<file path="config.mk">
export PLATFORM = sky130hd
export DESIGN_NAME = ivp_prioritizer
export DESIGN_NICKNAME = d
export VERILOG_FILES = /design/src/ivp_pkg.sv /design/src/ivp_prioritizer.sv
export SDC_FILE = /design/constraint.sdc
export NUM_CORES = 1
export LEC_CHECK = 0
export ABC_AREA = 1
export BUFFER_PORTS_ARGS = -buffer_cell sky130_fd_sc_hd__buf_2
export CAP_MARGIN = 20
export CORE_MARGIN = 1
export CORE_UTILIZATION = 63
export CTS_BUF_LIST = sky130_fd_sc_hd__clkbuf_16
export CTS_CLUSTER_DIAMETER = 120
export DETAILED_ROUTE_END_ITERATION = 8
export PLACE_DENSITY = 0.95
export SYNTH_ARGS = -nofsm -noshare
export SYNTH_HDL_FRONTEND = slang
export SYNTH_SLANG_ARGS = --single-unit
</file>
<file path="constraint.sdc">
create_clock -name pclk -period 32.4 [get_ports pclk]
set_clock_uncertainty 0.1 [all_clocks]
set_input_delay 1.62 -clock pclk [delete_from_list [all_inputs] [get_ports pclk]]
set_output_delay 1.62 -clock pclk [all_outputs]
set_load 0.03 [all_outputs]
</file>
<file path="src/ivp_pkg.sv">
// constants and types of the vectored interrupt prioritizer
package ivp_pkg;
  localparam int IVP_SLOTS = 24;
  localparam int IVP_AW = 8;
  // register byte offsets
  localparam logic [7:0] IVP_OFS_PEND = 8'h00;
  localparam logic [7:0] IVP_OFS_PRIO_LO = 8'h04;
  localparam logic [7:0] IVP_OFS_PRIO_HI = 8'h08;
  localparam logic [7:0] IVP_OFS_CTRL = 8'h0c;
  localparam logic [7:0] IVP_OFS_EDGE = 8'h10;
  localparam logic [7:0] IVP_OFS_SRC = 8'h14;
  localparam logic [7:0] IVP_OFS_STAT = 8'h18;
  // control bit positions
  localparam int IVP_CTRL_GE = 0;
  localparam int IVP_CTRL_WDT_IRQ = 1;
  // status field positions
  localparam int IVP_STAT_LVL = 16;
  localparam int IVP_STAT_KIND = 18;
  localparam int IVP_STAT_VALID = 31;
  // vector addresses
  localparam logic [15:0] IVP_VEC_RESET = 16'h0002;
  localparam logic [15:0] IVP_VEC_WDT = 16'h0004;
  localparam logic [15:0] IVP_VEC_ILL = 16'h0006;
  localparam logic [15:0] IVP_VEC_OSC = 16'h003a;
  localparam logic [15:0] IVP_VEC_WOSC = 16'h003c;
  localparam logic [15:0] IVP_VEC_BASE = 16'h0008;
  localparam logic [15:0] IVP_VEC_RSVD_A = 16'h0028;
  localparam logic [15:0] IVP_VEC_RSVD_B = 16'h0038;
  // slot positions
  localparam int IVP_SLOT_ADC = 7;
  localparam int IVP_SLOT_RSVD = 16;
  // reset values and top priority level
  localparam logic [23:0] IVP_RST_PEND = 24'h000000;
  localparam logic [23:0] IVP_RST_PRIO = 24'h000000;
  localparam logic [11:0] IVP_RST_EDGE = 12'h000;
  localparam logic [6:0] IVP_RST_SRC = 7'h00;
  localparam logic [1:0] IVP_LVL_TOP = 2'h3;
  typedef enum logic [2:0] {
    IVP_K_SLOT = 3'b000,
    IVP_K_RESET = 3'b001,
    IVP_K_WDT = 3'b010,
    IVP_K_OSC = 3'b011,
    IVP_K_WOSC = 3'b100,
    IVP_K_ILL = 3'b101
  } ivp_kind_e;
endpackage

</file>
<file path="src/ivp_prioritizer.sv">
// vectored interrupt prioritizer with apb register access
// How it works
// [RULE_01] arbitrate peripheral and port pin requests, pick one for service
// [RULE_02] thirty-one sources fold onto twenty-four vectors
// [RULE_03] sixteen port pin sources, seven port vectors shared
// [RULE_04] fifteen peripheral sources, three vectors shared port/peripheral
// [RULE_05] twelve port sources trigger on a per-source chosen edge
// [RULE_06] port c pins 0-3 fire on both edges, vectors 0x30-0x36
// [RULE_07] every source has its own three-level priority
// [RULE_08] watchdog may interrupt instead of reset, vector 0x0004
// [RULE_09] polled handling is untouched by arbitration and vectoring
// [RULE_10] cpu fetches vector high byte at even, low at odd address
// [RULE_11] reset ranks first, vector 0x0002, not an interrupt
// [RULE_12] oscillator, watchdog oscillator, illegal instruction traps follow watchdog
// [RULE_13] fixed table order in a level, vectors rising by two
// [RULE_14] vector 0x18 serves port a7 or low voltage detector
// [RULE_15] 0x1a port a6 or comparator 0, 0x1c a5 or comparator 1
// [RULE_16] 0x1e-0x24 shared between port a n and port d n
// [RULE_17] table order only breaks ties within one level
// [RULE_18] without converter its source is absent and never set
// [RULE_19] service suspends program orderly, return resumes it
// [RULE_20] level 3 beats 2 beats 1; reset, watchdog, traps at 3
// [RULE_21] one-cycle source pulse sets the pending bit
// [RULE_22] acknowledge or write 0 clears pending, write 1 raises request
// [RULE_23] global enable set by ei, irq_return_instruction, write 1; cleared otherwise
// [RULE_24] present winner vector while enabled, hold until acknowledge
// [RULE_25] reserved slots 0x28 and 0x38 never selected
//
// The register offsets and register access over APB are this design's own decisions.
module ivp_prioritizer
  import ivp_pkg::*;
#(
  parameter bit HAS_ADC = 1'b1
) (
  // apb slave
  input wire logic pclk,
  input wire logic presetn,
  input wire logic psel,
  input wire logic penable,
  input wire logic pwrite,
  input wire logic [IVP_AW-1:0] paddr,
  input wire logic [31:0] pwdata,
  output logic [31:0] prdata,
  output logic pready,
  output logic pslverr,
  // peripheral request pulses
  input wire logic irq_timer2,
  input wire logic irq_timer1,
  input wire logic irq_timer0,
  input wire logic irq_uart0_rx,
  input wire logic irq_uart0_tx,
  input wire logic irq_i2c,
  input wire logic irq_spi,
  input wire logic irq_adc,
  input wire logic irq_low_voltage_detector,
  input wire logic irq_cmp0,
  input wire logic irq_cmp1,
  input wire logic irq_mct,
  input wire logic irq_uart1_rx,
  input wire logic irq_uart1_tx,
  input wire logic irq_watchdog_timer,
  // trap pulses
  input wire logic trap_osc_fail,
  input wire logic trap_wdt_osc_fail,
  input wire logic trap_illegal,
  input wire logic trap_instruction,
  // port pins, asynchronous
  input wire logic [7:0] port_a,
  input wire logic [4:1] port_d,
  input wire logic [3:0] port_c,
  // cpu side
  input wire logic cpu_ack,
  input wire logic enable_irq_instruction,
  input wire logic disable_irq_instruction,
  input wire logic irq_return_instruction,
  output logic vec_valid,
  output logic [15:0] vec_addr,
  output logic [1:0] vec_level
);

  typedef struct packed {
    logic [15:0] sync1;
    logic [15:0] sync2;
    logic [15:0] prev;
    logic [2:0] warm;
    logic [23:0] pend;
    logic [23:0] prio_lo;
    logic [23:0] prio_hi;
    logic [11:0] edge_sel;
    logic [6:0] src_sel;
    logic wdt_irq;
    logic ge;
    logic reset_pend;
    logic wdt_pend;
    logic osc_pend;
    logic wosc_pend;
    logic ill_pend;
    logic vec_valid;
    logic [15:0] vec_addr;
    logic [1:0] vec_level;
    ivp_kind_e kind;
    logic [4:0] sel_idx;
    logic [31:0] prdata;
    logic pready;
    logic pslverr;
  } ivp_state_s;

  ivp_state_s st;
  ivp_state_s n;
  logic [15:0] rise;
  logic [15:0] fall;
  logic [11:0] sel_ev;
  logic [3:0] both_ev;
  logic [23:0] hw_set;
  logic [23:0] slot_mask;
  logic [1:0] win_lvl;
  logic [4:0] win_idx;
  logic [1:0] max_lvl;
  logic wr;
  logic hit;
  logic [31:0] rd;

  always_comb begin
    n = st;
    rd = 32'h00000000;
    hit = 1'b1;
    win_lvl = 2'h0;
    win_idx = 5'h00;
    max_lvl = 2'h0;
    // two-stage pin synchroniser, then edge history
    n.sync1 = {port_c, port_d, port_a};
    n.sync2 = st.sync1;
    n.prev = st.sync2;
    // no edges until the history holds real pin samples
    n.warm = {st.warm[1:0], 1'b1};
    rise = st.sync2 & ~st.prev & {16{st.warm[2]}};
    fall = ~st.sync2 & st.prev & {16{st.warm[2]}};
    // [RULE_05] selectable edge, 1 picks falling
    sel_ev = (rise[11:0] & ~st.edge_sel) | (fall[11:0] & st.edge_sel);
    // [RULE_06] port c both edges
    both_ev = rise[15:12] | fall[15:12];
    // [RULE_25] reserved slot never drivable
    slot_mask = 24'hffffff;
    slot_mask[IVP_SLOT_RSVD] = 1'b0;
    // [RULE_18] converter absent
    slot_mask[IVP_SLOT_ADC] = HAS_ADC;
    // [RULE_02] source to vector folding
    hw_set = 24'h000000;
    // [RULE_04] peripheral sources
    hw_set[0] = irq_timer2;
    hw_set[1] = irq_timer1;
    hw_set[2] = irq_timer0;
    hw_set[3] = irq_uart0_rx;
    hw_set[4] = irq_uart0_tx;
    hw_set[5] = irq_i2c;
    hw_set[6] = irq_spi;
    hw_set[7] = irq_adc;
    // [RULE_14] port a7 or low voltage
    hw_set[8] = st.src_sel[0] ? irq_low_voltage_detector : sel_ev[7];
    // [RULE_15] port a6/a5 or comparators
    hw_set[9] = st.src_sel[1] ? irq_cmp0 : sel_ev[6];
    hw_set[10] = st.src_sel[2] ? irq_cmp1 : sel_ev[5];
    // [RULE_16] port a n or port d n
    for (int k = 0; k < 4; k++) begin
      hw_set[11+k] = st.src_sel[3+k] ? sel_ev[11-k] : sel_ev[4-k];
    end
    // [RULE_03] remaining port sources, plus the mct and uart1 peripheral sources
    hw_set[15] = sel_ev[0];
    hw_set[17] = irq_mct;
    hw_set[18] = irq_uart1_rx;
    hw_set[19] = irq_uart1_tx;
    for (int k = 0; k < 4; k++) begin
      hw_set[20+k] = both_ev[3-k];
    end
    hw_set = hw_set & slot_mask;
    // [RULE_01] pick one pending request
    // [RULE_17] level first, lower slot wins ties
    for (int k = IVP_SLOTS - 1; k >= 0; k--) begin
      if (st.pend[k] && slot_mask[k] && ({st.prio_hi[k], st.prio_lo[k]} != 2'h0)
          && ({st.prio_hi[k], st.prio_lo[k]} >= win_lvl)) begin
        win_lvl = {st.prio_hi[k], st.prio_lo[k]};
        win_idx = 5'(k);
      end
    end
    for (int k = 0; k < IVP_SLOTS; k++) begin
      if (st.pend[k] && slot_mask[k] && ({st.prio_hi[k], st.prio_lo[k]} > max_lvl)) begin
        max_lvl = {st.prio_hi[k], st.prio_lo[k]};
      end
    end
    // apb read mux, unmapped answers error
    case (paddr)
      IVP_OFS_PEND: rd = {8'h00, st.pend};
      IVP_OFS_PRIO_LO: rd = {8'h00, st.prio_lo};
      IVP_OFS_PRIO_HI: rd = {8'h00, st.prio_hi};
      IVP_OFS_CTRL: rd = {30'h00000000, st.wdt_irq, st.ge};
      IVP_OFS_EDGE: rd = {20'h00000, st.edge_sel};
      IVP_OFS_SRC: rd = {25'h0000000, st.src_sel};
      IVP_OFS_STAT: begin
        rd = {16'h0000, st.vec_addr};
        rd[IVP_STAT_LVL+:2] = st.vec_level;
        rd[IVP_STAT_KIND+:3] = st.kind;
        rd[IVP_STAT_VALID] = st.vec_valid;
      end
      default: hit = 1'b0;
    endcase
    n.pready = psel && !penable && !st.pready;
    if (psel && !penable) begin
      n.prdata = pwrite ? 32'h00000000 : rd;
      n.pslverr = !hit;
    end
    wr = psel && penable && st.pready && pwrite;
    if (wr) begin
      case (paddr)
        // [RULE_07] per-source level bits
        IVP_OFS_PRIO_LO: n.prio_lo = pwdata[23:0];
        IVP_OFS_PRIO_HI: n.prio_hi = pwdata[23:0];
        IVP_OFS_EDGE: n.edge_sel = pwdata[11:0];
        IVP_OFS_SRC: n.src_sel = pwdata[6:0];
        IVP_OFS_CTRL: n.wdt_irq = pwdata[IVP_CTRL_WDT_IRQ];
        default: n.wdt_irq = st.wdt_irq;
      endcase
    end
    // [RULE_19] acknowledge enters the handler
    // [RULE_22] acknowledge clears presented pending bit
    if (cpu_ack && st.vec_valid) begin
      case (st.kind)
        IVP_K_SLOT: n.pend[st.sel_idx] = 1'b0;
        IVP_K_RESET: n.reset_pend = 1'b0;
        IVP_K_WDT: n.wdt_pend = 1'b0;
        IVP_K_OSC: n.osc_pend = 1'b0;
        IVP_K_WOSC: n.wosc_pend = 1'b0;
        IVP_K_ILL: n.ill_pend = 1'b0;
        default: n.reset_pend = st.reset_pend;
      endcase
    end
    // [RULE_22] software write sets or clears pending
    if (wr && paddr == IVP_OFS_PEND) begin
      n.pend = pwdata[23:0] & slot_mask;
    end
    // [RULE_21] source pulse sets pending, winning over clear
    n.pend = n.pend | hw_set;
    // [RULE_08] watchdog as interrupt
    if (irq_watchdog_timer && st.wdt_irq) begin
      n.wdt_pend = 1'b1;
    end
    // [RULE_12] trap pending flags
    if (trap_osc_fail) begin
      n.osc_pend = 1'b1;
    end
    if (trap_wdt_osc_fail) begin
      n.wosc_pend = 1'b1;
    end
    if (trap_illegal) begin
      n.ill_pend = 1'b1;
    end
    // [RULE_23] global enable set then clear events
    if (enable_irq_instruction || irq_return_instruction
        || (wr && paddr == IVP_OFS_CTRL && pwdata[IVP_CTRL_GE])) begin
      n.ge = 1'b1;
    end
    if (disable_irq_instruction || (cpu_ack && st.vec_valid) || trap_instruction
        || trap_osc_fail || trap_wdt_osc_fail || trap_illegal
        || (wr && paddr == IVP_OFS_CTRL && !pwdata[IVP_CTRL_GE])) begin
      n.ge = 1'b0;
    end
    // [RULE_24] present and hold until acknowledge
    if (cpu_ack && st.vec_valid) begin
      n.vec_valid = 1'b0;
    end else if (!st.vec_valid) begin
      n.vec_level = IVP_LVL_TOP;
      // [RULE_11] reset first
      if (st.reset_pend) begin
        n.vec_valid = 1'b1;
        n.kind = IVP_K_RESET;
        n.vec_addr = IVP_VEC_RESET;
      // [RULE_20] watchdog and traps above all levels
      end else if (st.wdt_pend && st.ge) begin
        n.vec_valid = 1'b1;
        n.kind = IVP_K_WDT;
        n.vec_addr = IVP_VEC_WDT;
      end else if (st.osc_pend) begin
        n.vec_valid = 1'b1;
        n.kind = IVP_K_OSC;
        n.vec_addr = IVP_VEC_OSC;
      end else if (st.wosc_pend) begin
        n.vec_valid = 1'b1;
        n.kind = IVP_K_WOSC;
        n.vec_addr = IVP_VEC_WOSC;
      end else if (st.ill_pend) begin
        n.vec_valid = 1'b1;
        n.kind = IVP_K_ILL;
        n.vec_addr = IVP_VEC_ILL;
      // [RULE_09] slot delivery gated by global enable
      end else if (st.ge && win_lvl != 2'h0) begin
        // [RULE_13] vector rises by two per slot
        n.vec_valid = 1'b1;
        n.kind = IVP_K_SLOT;
        n.sel_idx = win_idx;
        n.vec_level = win_lvl;
        n.vec_addr = IVP_VEC_BASE + {10'h000, win_idx, 1'b0};
      end
    end
  end

  always_ff @(posedge pclk or negedge presetn) begin
    if (!presetn) begin
      st <= '0;
      st.reset_pend <= 1'b1;
    end else begin
      st <= n;
    end
  end

  assign prdata = st.prdata;
  assign pready = st.pready;
  assign pslverr = st.pslverr;
  assign vec_valid = st.vec_valid;
  assign vec_addr = st.vec_addr;
  assign vec_level = st.vec_level;

  AST_HOLD: assert property (@(posedge pclk) disable iff (!presetn) // RULE_24
    st.vec_valid && !cpu_ack |=> st.vec_valid && $stable(st.vec_addr))
    else $error("presented vector not held");
  AST_ACK_DROP: assert property (@(posedge pclk) disable iff (!presetn) // RULE_23
    st.vec_valid && cpu_ack && !enable_irq_instruction && !irq_return_instruction
    |=> !st.vec_valid && !st.ge)
    else $error("acknowledge did not drop vector and enable");
  AST_RSVD: assert property (@(posedge pclk) disable iff (!presetn) // RULE_25
    st.vec_valid |-> st.vec_addr != IVP_VEC_RSVD_A && st.vec_addr != IVP_VEC_RSVD_B)
    else $error("reserved vector presented");
  AST_NOADC: assert property (@(posedge pclk) disable iff (!presetn) // RULE_18
    !HAS_ADC |-> !st.pend[IVP_SLOT_ADC])
    else $error("absent converter request pending");
  AST_PULSE_SET: assert property (@(posedge pclk) disable iff (!presetn) // RULE_21
    hw_set != 24'h000000 |=> (st.pend & $past(hw_set)) == $past(hw_set))
    else $error("source pulse lost");
  AST_GATE: assert property (@(posedge pclk) disable iff (!presetn) // RULE_09
    !st.vec_valid && !st.ge && !st.reset_pend && !st.osc_pend && !st.wosc_pend
    && !st.ill_pend |=> !st.vec_valid)
    else $error("vector delivered while disabled");
  AST_LEVEL: assert property (@(posedge pclk) disable iff (!presetn) // RULE_20
    $rose(st.vec_valid) && st.kind == IVP_K_SLOT |-> st.vec_level == $past(max_lvl))
    else $error("lower level won arbitration");
  AST_RESET_VEC: assert property (@(posedge pclk) disable iff (!presetn) // RULE_11
    st.vec_valid && st.kind == IVP_K_RESET |-> st.vec_addr == IVP_VEC_RESET)
    else $error("wrong reset vector");
  AST_TRAP_GE: assert property (@(posedge pclk) disable iff (!presetn) // RULE_12
    trap_osc_fail || trap_illegal
    |=> !st.ge && (st.osc_pend || st.ill_pend) ##1 (st.vec_valid || $past(cpu_ack)))
    else $error("trap left enable set or not presented");
  AST_VEC_ADDR: assert property (@(posedge pclk) disable iff (!presetn) // RULE_13
    st.vec_valid && st.kind == IVP_K_SLOT
    |-> st.vec_addr == IVP_VEC_BASE + {10'h000, st.sel_idx, 1'b0})
    else $error("slot vector address wrong");
  AST_TOP_LEVEL: assert property (@(posedge pclk) disable iff (!presetn) // RULE_20
    st.vec_valid && st.kind != IVP_K_SLOT |-> st.vec_level == IVP_LVL_TOP)
    else $error("fixed entry below top level");
  AST_SLOT_GE: assert property (@(posedge pclk) disable iff (!presetn) // RULE_24
    $rose(st.vec_valid) && st.kind == IVP_K_SLOT |-> $past(st.ge))
    else $error("slot vector raised while disabled");
  AST_RESET_FIRST: assert property (@(posedge pclk) disable iff (!presetn) // RULE_11
    $rose(st.vec_valid) && $past(st.reset_pend) |-> st.kind == IVP_K_RESET)
    else $error("reset entry lost precedence");
  AST_C_EDGES: assert property (@(posedge pclk) disable iff (!presetn) // RULE_06
    st.warm[2] && st.sync2[12] != st.prev[12] |=> st.pend[23])
    else $error("port c0 edge not latched");
  AST_TRAP_VEC: assert property (@(posedge pclk) disable iff (!presetn) // RULE_12
    st.vec_valid |-> (st.kind != IVP_K_OSC || st.vec_addr == IVP_VEC_OSC)
    && (st.kind != IVP_K_WOSC || st.vec_addr == IVP_VEC_WOSC)
    && (st.kind != IVP_K_ILL || st.vec_addr == IVP_VEC_ILL))
    else $error("trap vector address wrong");
  AST_WDT_VEC: assert property (@(posedge pclk) disable iff (!presetn) // RULE_08
    st.vec_valid && st.kind == IVP_K_WDT |-> st.vec_addr == IVP_VEC_WDT)
    else $error("watchdog vector address wrong");

endmodule

</file>
---- Word level (Yosys, flattened, before mapping) ----
Cells that the tools add are included.
storage, ports and cells
  flip-flop bits (word level) ............. 210
  input bits .............................. 84
  output and inout port bits .............. 53
  word-level logic and storage cells ...... 299
cells by class
  $add $sub $neg .......................... 1
  $lt $le $gt $ge ......................... 25
  equal/unequal tests ..................... 11
  muxes and demuxes ....................... 95
  bitwise operators ....................... 21
  reductions and logical operators ........ 122
operators by type and width
  kind                count
  $pmux 32 s7         1
  $mux 5              28
  $mux 17             5
  $mux 24             3
  $reduce_bool 2->1   33
  $and 16x16->16      4
  $logic_and 1x1->1   60
  $mux 2              28
  $mux 27             2
  $ge 2x2->1          22
  $mux 32             1
  $not 16->16         2
  $and 12x12->12      2
  $and 24x24->24      1
  $eq 8x5->1 const B  3
  $not 24->24         1
  $or 24x24->24       1
  $reduce_and 2->1    11
  $mux 1              20
  $eq 8x4->1 const B  2
  $mux 3              5
  $not 12->12         1
  $or 12x12->12       1
  $eq 8x3->1 const B  1
  19 further kinds    37

---- Logic depth before layout (Yosys ltp) ----
  depth in word-level cells ............... 80
  depth in mapped cells ................... 197
  depth with buffers taken out ............ 197

---- Worst setup path after synthesis ----
No wires, ideal clock.
  kind .................................... flip-flop to flip-flop
  start point ............................. register st[158] (netlist name)
  end point ............................... register st, in the netlist vec_addr[5]
  library setup time ...................... 65 ps
  arrival time ............................ 18884 ps
  data required time ...................... 32235 ps
  slack ................................... 13351 ps
  stages on the path, launching flop included .. 182
  buffers on the path ..................... 0
  period minus slack after synthesis ...... 19049 ps
  cell sequence ........................... dfrtp_1 nand2_1 inv_1 ha_1 nand2_1 nand3_1 nand2_2 o21ai_0 ha_1 o21ai_0 nand3_1 nand3_1 nand2_1 ha_1 inv_1 nand2_1 nand3_1 nand2_1 [... 146 more ...] ha_1 o21ai_0 nand2_1 nand2_1 inv_1 o21ai_0 nand2_1 or4_1 nor2_1 ha_1 inv_1 nand2_1 nand2_1 nor2_1 nand3_1 nand2_1 nand4_1 nand2_1
between the ends
  longest elaborated chain between the ends .. 76
  elaborated cells on any way between the ends .. 103
  classes of those cells .................. add/sub (1); order compare (22); mux (52); reduce/logical (28)
ends and longest elaborated chain
  element                 RTL line                source
  start, declared         ivp_prioritizer.sv:108  ivp_state_s st;
  start signal, assigned  ivp_prioritizer.sv:310  st <= n;
  $logic_and 1x1->1 *     ivp_prioritizer.sv:179  if (st.pend[k] && slot_mask[k] && ({st.prio_hi[k], st.prio_lo[k]} != 2'h0)
  $logic_and 1x1->1 *     ivp_prioritizer.sv:180  && ({st.prio_hi[k], st.prio_lo[k]} >= win_lvl)) begin
  $mux 2 *                ivp_prioritizer.sv:179
  $ge 2x2->1              ivp_prioritizer.sv:180
  $logic_and 1x1->1       ivp_prioritizer.sv:180
  $mux 2                  ivp_prioritizer.sv:179
  $ge 2x2->1              ivp_prioritizer.sv:180
  $logic_and 1x1->1       ivp_prioritizer.sv:180
  [... 61 more ...]       --
  named net win_idx[3]    ivp_prioritizer.sv:117  logic [4:0] win_idx;
  $add 4x6->7 *           ivp_prioritizer.sv:300  n.vec_addr = IVP_VEC_BASE + {10'h000, win_idx, 1'b0};
  $mux 27 *               ivp_prioritizer.sv:294  end else if (st.ge && win_lvl != 2'h0) begin
  $mux 17 *               ivp_prioritizer.sv:289  end else if (st.ill_pend) begin
  $mux 17 *               ivp_prioritizer.sv:285  end else if (st.wosc_pend) begin
  $mux 17 *               ivp_prioritizer.sv:281  end else if (st.osc_pend) begin
  $mux 17 *               ivp_prioritizer.sv:277  end else if (st.wdt_pend && st.ge) begin
  $mux 17 *               ivp_prioritizer.sv:272  if (st.reset_pend) begin
The timed path passes the listed nets; every way through them passes the cells marked *. The select of a mux whose other input is x is not followed.
A chain may end at the register's enable or synchronous reset.

---- Worst setup path in the final report ----
Same ends and word-level chain as after synthesis.

==> results.tsv <==
stage	metric	value	unit
final_layout	share of layout cells above drive strength 1	0.133	
floorplan	die span in y	130	um
floorplan	die span in x	130	um
timing	Sum Neg Setup Slack	0	ns
routing	Routed Antenna Nets	0	
final_layout	# diodes	0	
routing	final WL	27.3	mm
worst_setup_path	Worst EP arrival	22.29	ns
global_route	first-pass GRT wire length	43.6	mm
cts	H-tree Lvls	4	
pwr	Leak	0.00558	uW
worst_setup_path	delay-heaviest family, CP	simple AND/OR/NAND/NOR gates	
timing	fmax	0.0454	GHz
hold_path	worst hold start	n[188]	
routing	1st-iter DRT viols	963	
yosys	post-synthesis sequential area ratio	0.470	
worst_setup_path	r2r worst-path depth	182	
cts	TritonCTS clock tree	yes	
pwr	Peak supply drop	48.0	uV
yosys	Async S/R FF share, synth	1.00	
hold_path	Hold Path Stages	0	
global_route	All-Layer GR Usage	0.343	
cts	Post CTS Setup Buffer Count	0	
timing	final hold vios	0	
cts	CTS root buffer	clkbuf_16	
timing	final worst-path cycle share	0.679	
outcome	outcome	finished clean	
timing	hold_ws	0.249	ns
timing	final worst slack	10.39	ns
routing	via count	9264	
timing	RSZ-0062 raised after global routing	false	
final_layout	nets@finish	1461	
yosys	Seq cells post-synth	193	
worst_setup_path	r2r startpoint	st[158]	
cts	worst skew pair latency	0.44	ns
cts	clock buffer depth	2	
worst_setup_path	worst path buffer plus inverter count	28	
worst_setup_path	Critical-path top delay cell	or4_1	
routing	mean routed wirelength per cell	17.3	um
worst_setup_path	Crit. Startpoint	st[158]	
cts	CTS resizes	0	
hold_path	worst hold path class	register to register	
global_route	largest net degree at the start of global routing	120	
final_layout	Finished Core Util	0.709	
global_route	initial antenna violation count	0	
yosys	Post-synth EDFFs	0	
place	worst slack, placed	10.95	ns
worst_setup_path	peak per-stage delay on the critical path	0.54	ns
floorplan	die area	16800	um2
worst_setup_path	data required time at the worst endpoint	32.68	ns
yosys	Synth Cell Area	10300	um2
timing	worst-margin pin slew	0.971	ns
timing	Slew Viols, Final	0	
global_route	number of global-route vias before repair	8756	
floorplan	row count	46	
floorplan	core box area	15900	um2
worst_setup_path	Levels on crit path	182	
routing	DRC Markers	0	
pwr	Power Density	43.1	nW/um2
yosys	Cell variety after synth	52	
place	Port Buffer Count	111	
yosys	Avg Cell Area, Syn	8.03	um2
floorplan	boundary pin count	137	
routing	Via density	5.86	
worst_setup_path	crit-path max FO	5	
cts	# clock sinks	193	
cts	Post-CTS Hold Fix Bufs	0	
timing	final setup fails	0	
yosys	YS warnings	0	
cts	CTS buffer count	17	
yosys	Post-Syn Instances	1281	
routing	drt pass-1 iters	5	
yosys	ys flop type	dfrtp_1	
final_layout	P&R area growth vs syn	9.55	%
worst_setup_path	CP dominant cell by count	nand2_1	
worst_setup_path	Worst setup EP type	register	
worst_setup_path	WS Path Type	register to register	
job	max_cap viols	0	
worst_setup_path	critical path startpoint category	register	
timing	Rel. slew slack	0.350	
floorplan	starting density of the core	0.647	
timing	post-layout min period	22.01	ns
place	Final HPWL DP	19.4	mm
cts	clk slew on worst S/H paths	0.07	ns
place	GPL Wtd Cong	0.902	
global_route	GR Overflow Total	0	
-- cells in the final DEF, fill, tap and decap left out, drive strengths merged, types with 2 or more instances in the layout --
| cell | instances |
|---|---|
| inv | 184 |
| o311ai | 2 |
| conb | 18 |
| o2111ai | 5 |
| clkbuf | 18 |
| nor2 | 85 |
| o211ai | 22 |
| nand3 | 89 |
| o22ai | 13 |
| or2 | 2 |
| ha | 25 |
| nand4 | 6 |
| nor3 | 10 |
| o21bai | 3 |
| dfrtp | 192 |
| a31oi | 5 |
| a311o | 2 |
| a211o | 8 |
| nand2 | 303 |
| and2 | 9 |
| a21oi | 38 |
| clkinv | 9 |
| buf | 116 |
| a221oi | 16 |
| a211oi | 2 |
| nor4 | 2 |
| o21ai | 165 |
| nand3b | 3 |
-- cells by family (layout without fill, tap and decap cells) --
logic type      Yosys count  after routing  synth area share
simple gates            510            510             0.215
compound gates          291            291             0.170
buf+inv                 260            328             0.114
flops                   193            193             0.470
fa+ha+maj                25             25            0.0304
other cells               2             18          0.000730
-- worst reg2reg max path: cells and delay by family, from the launching register on --
| kind | cells | cell delay [ns] |
|---|---|---|
| buf+inv | 28 | 1.65 |
| simple gates | 115 | 11.91 |
| fa+ha+maj | 23 | 6.04 |
| flops | 1 | 0.42 |
| compound gates | 16 | 1.92 |
-- cell type report --
class | count | area (um2)
Clock inverter | 15 | 111
Fill cell | 1219 | 4620
Sequential cell | 193 | 4830
Clock buffer | 17 | 425
Tap cell | 216 | 270
Multi-Input combinational cell | 844 | 4350
Inverter | 179 | 672
Timing Repair Buffer | 117 | 609
-- power breakdown --
group / leakage [uW] / internal [uW] / switching, uW / total [uW]
sequential: 0.00240 / 246 / 4.51 / 251
clock: 0.000274 / 99.4 / 97.4 / 197
combinational: 0.00290 / 11.2 / 27.0 / 38.2
-- path summary, 6_finish.rpt --
kind,slack [ns],end
max,10.39,vec_addr[5]
min,0.25,n[172]
max reg2reg,10.39,vec_addr[5]
min reg2reg,0.25,n[172]
max in group asynchronous,29.50,n[165]
min in group asynchronous,1.23,st[63]
-- synthesized netlist by cell type (2+ instances only) --
library cell    n  area share
a21oi_2         4      0.0034
a311o_1         2      0.0019
clkinv_1        4      0.0015
nand3b_1        3      0.0022
a221oi_1       16       0.014
nand2_4         2      0.0022
buf_4          50       0.037
o21ai_2         4      0.0034
dfrtp_1       192        0.47
o21ai_1         7      0.0034
inv_1         174       0.064
a21oi_1        34       0.017
nand3_4         2      0.0034
o211ai_1       22       0.016
nor2_2          2      0.0012
o21ai_0       154       0.075
a211oi_1        2      0.0015
clkbuf_1       30       0.011
and2_1          9      0.0055
nor4_1          2      0.0012
conb_1          2     0.00073
nand2_2         7      0.0043
nand2_1       294        0.11
o2111ai_1       5      0.0043
o22ai_1        13      0.0079
ha_1           25       0.030
nand3_1        82       0.040
or2_2           2      0.0012
o21bai_1        2      0.0015
a31oi_1         5      0.0030
nor3_1         10      0.0049
a211o_1         8      0.0068
nand3_2         5      0.0049
o311ai_0        2      0.0017
nor2_1         80       0.029
nand4_1         6      0.0037
nor2_4          3      0.0033
-- metrics by stage --
stage	cells	power, uW	cell area [um2]
5_1_grt	1581	502	11300
2_1_floorplan	1297	278	10300
4_1_cts	1581	486	11300
6_report	1581	486	11300
3_5_place_dp	1549	293	10700
3_3_place_gp	1549	292	10700
-- sequential cells by signal, summed over array words and instances, names as in the netlist --
signal / cells
st: 123
vec_addr: 6
vec_valid: 1
n: 34
vec_level: 2
prdata: 25
pslverr: 1
pready: 1
-- layer usage --
layer	share of wire	track usage	wire length [um]
met5	0	0	0
met4	0.042	0.171	1150
met3	0.095	0.0754	2580
met2	0.48	0.557	13000
met1	0.39	0.437	10500
Power figures use the tool's default switching activity.
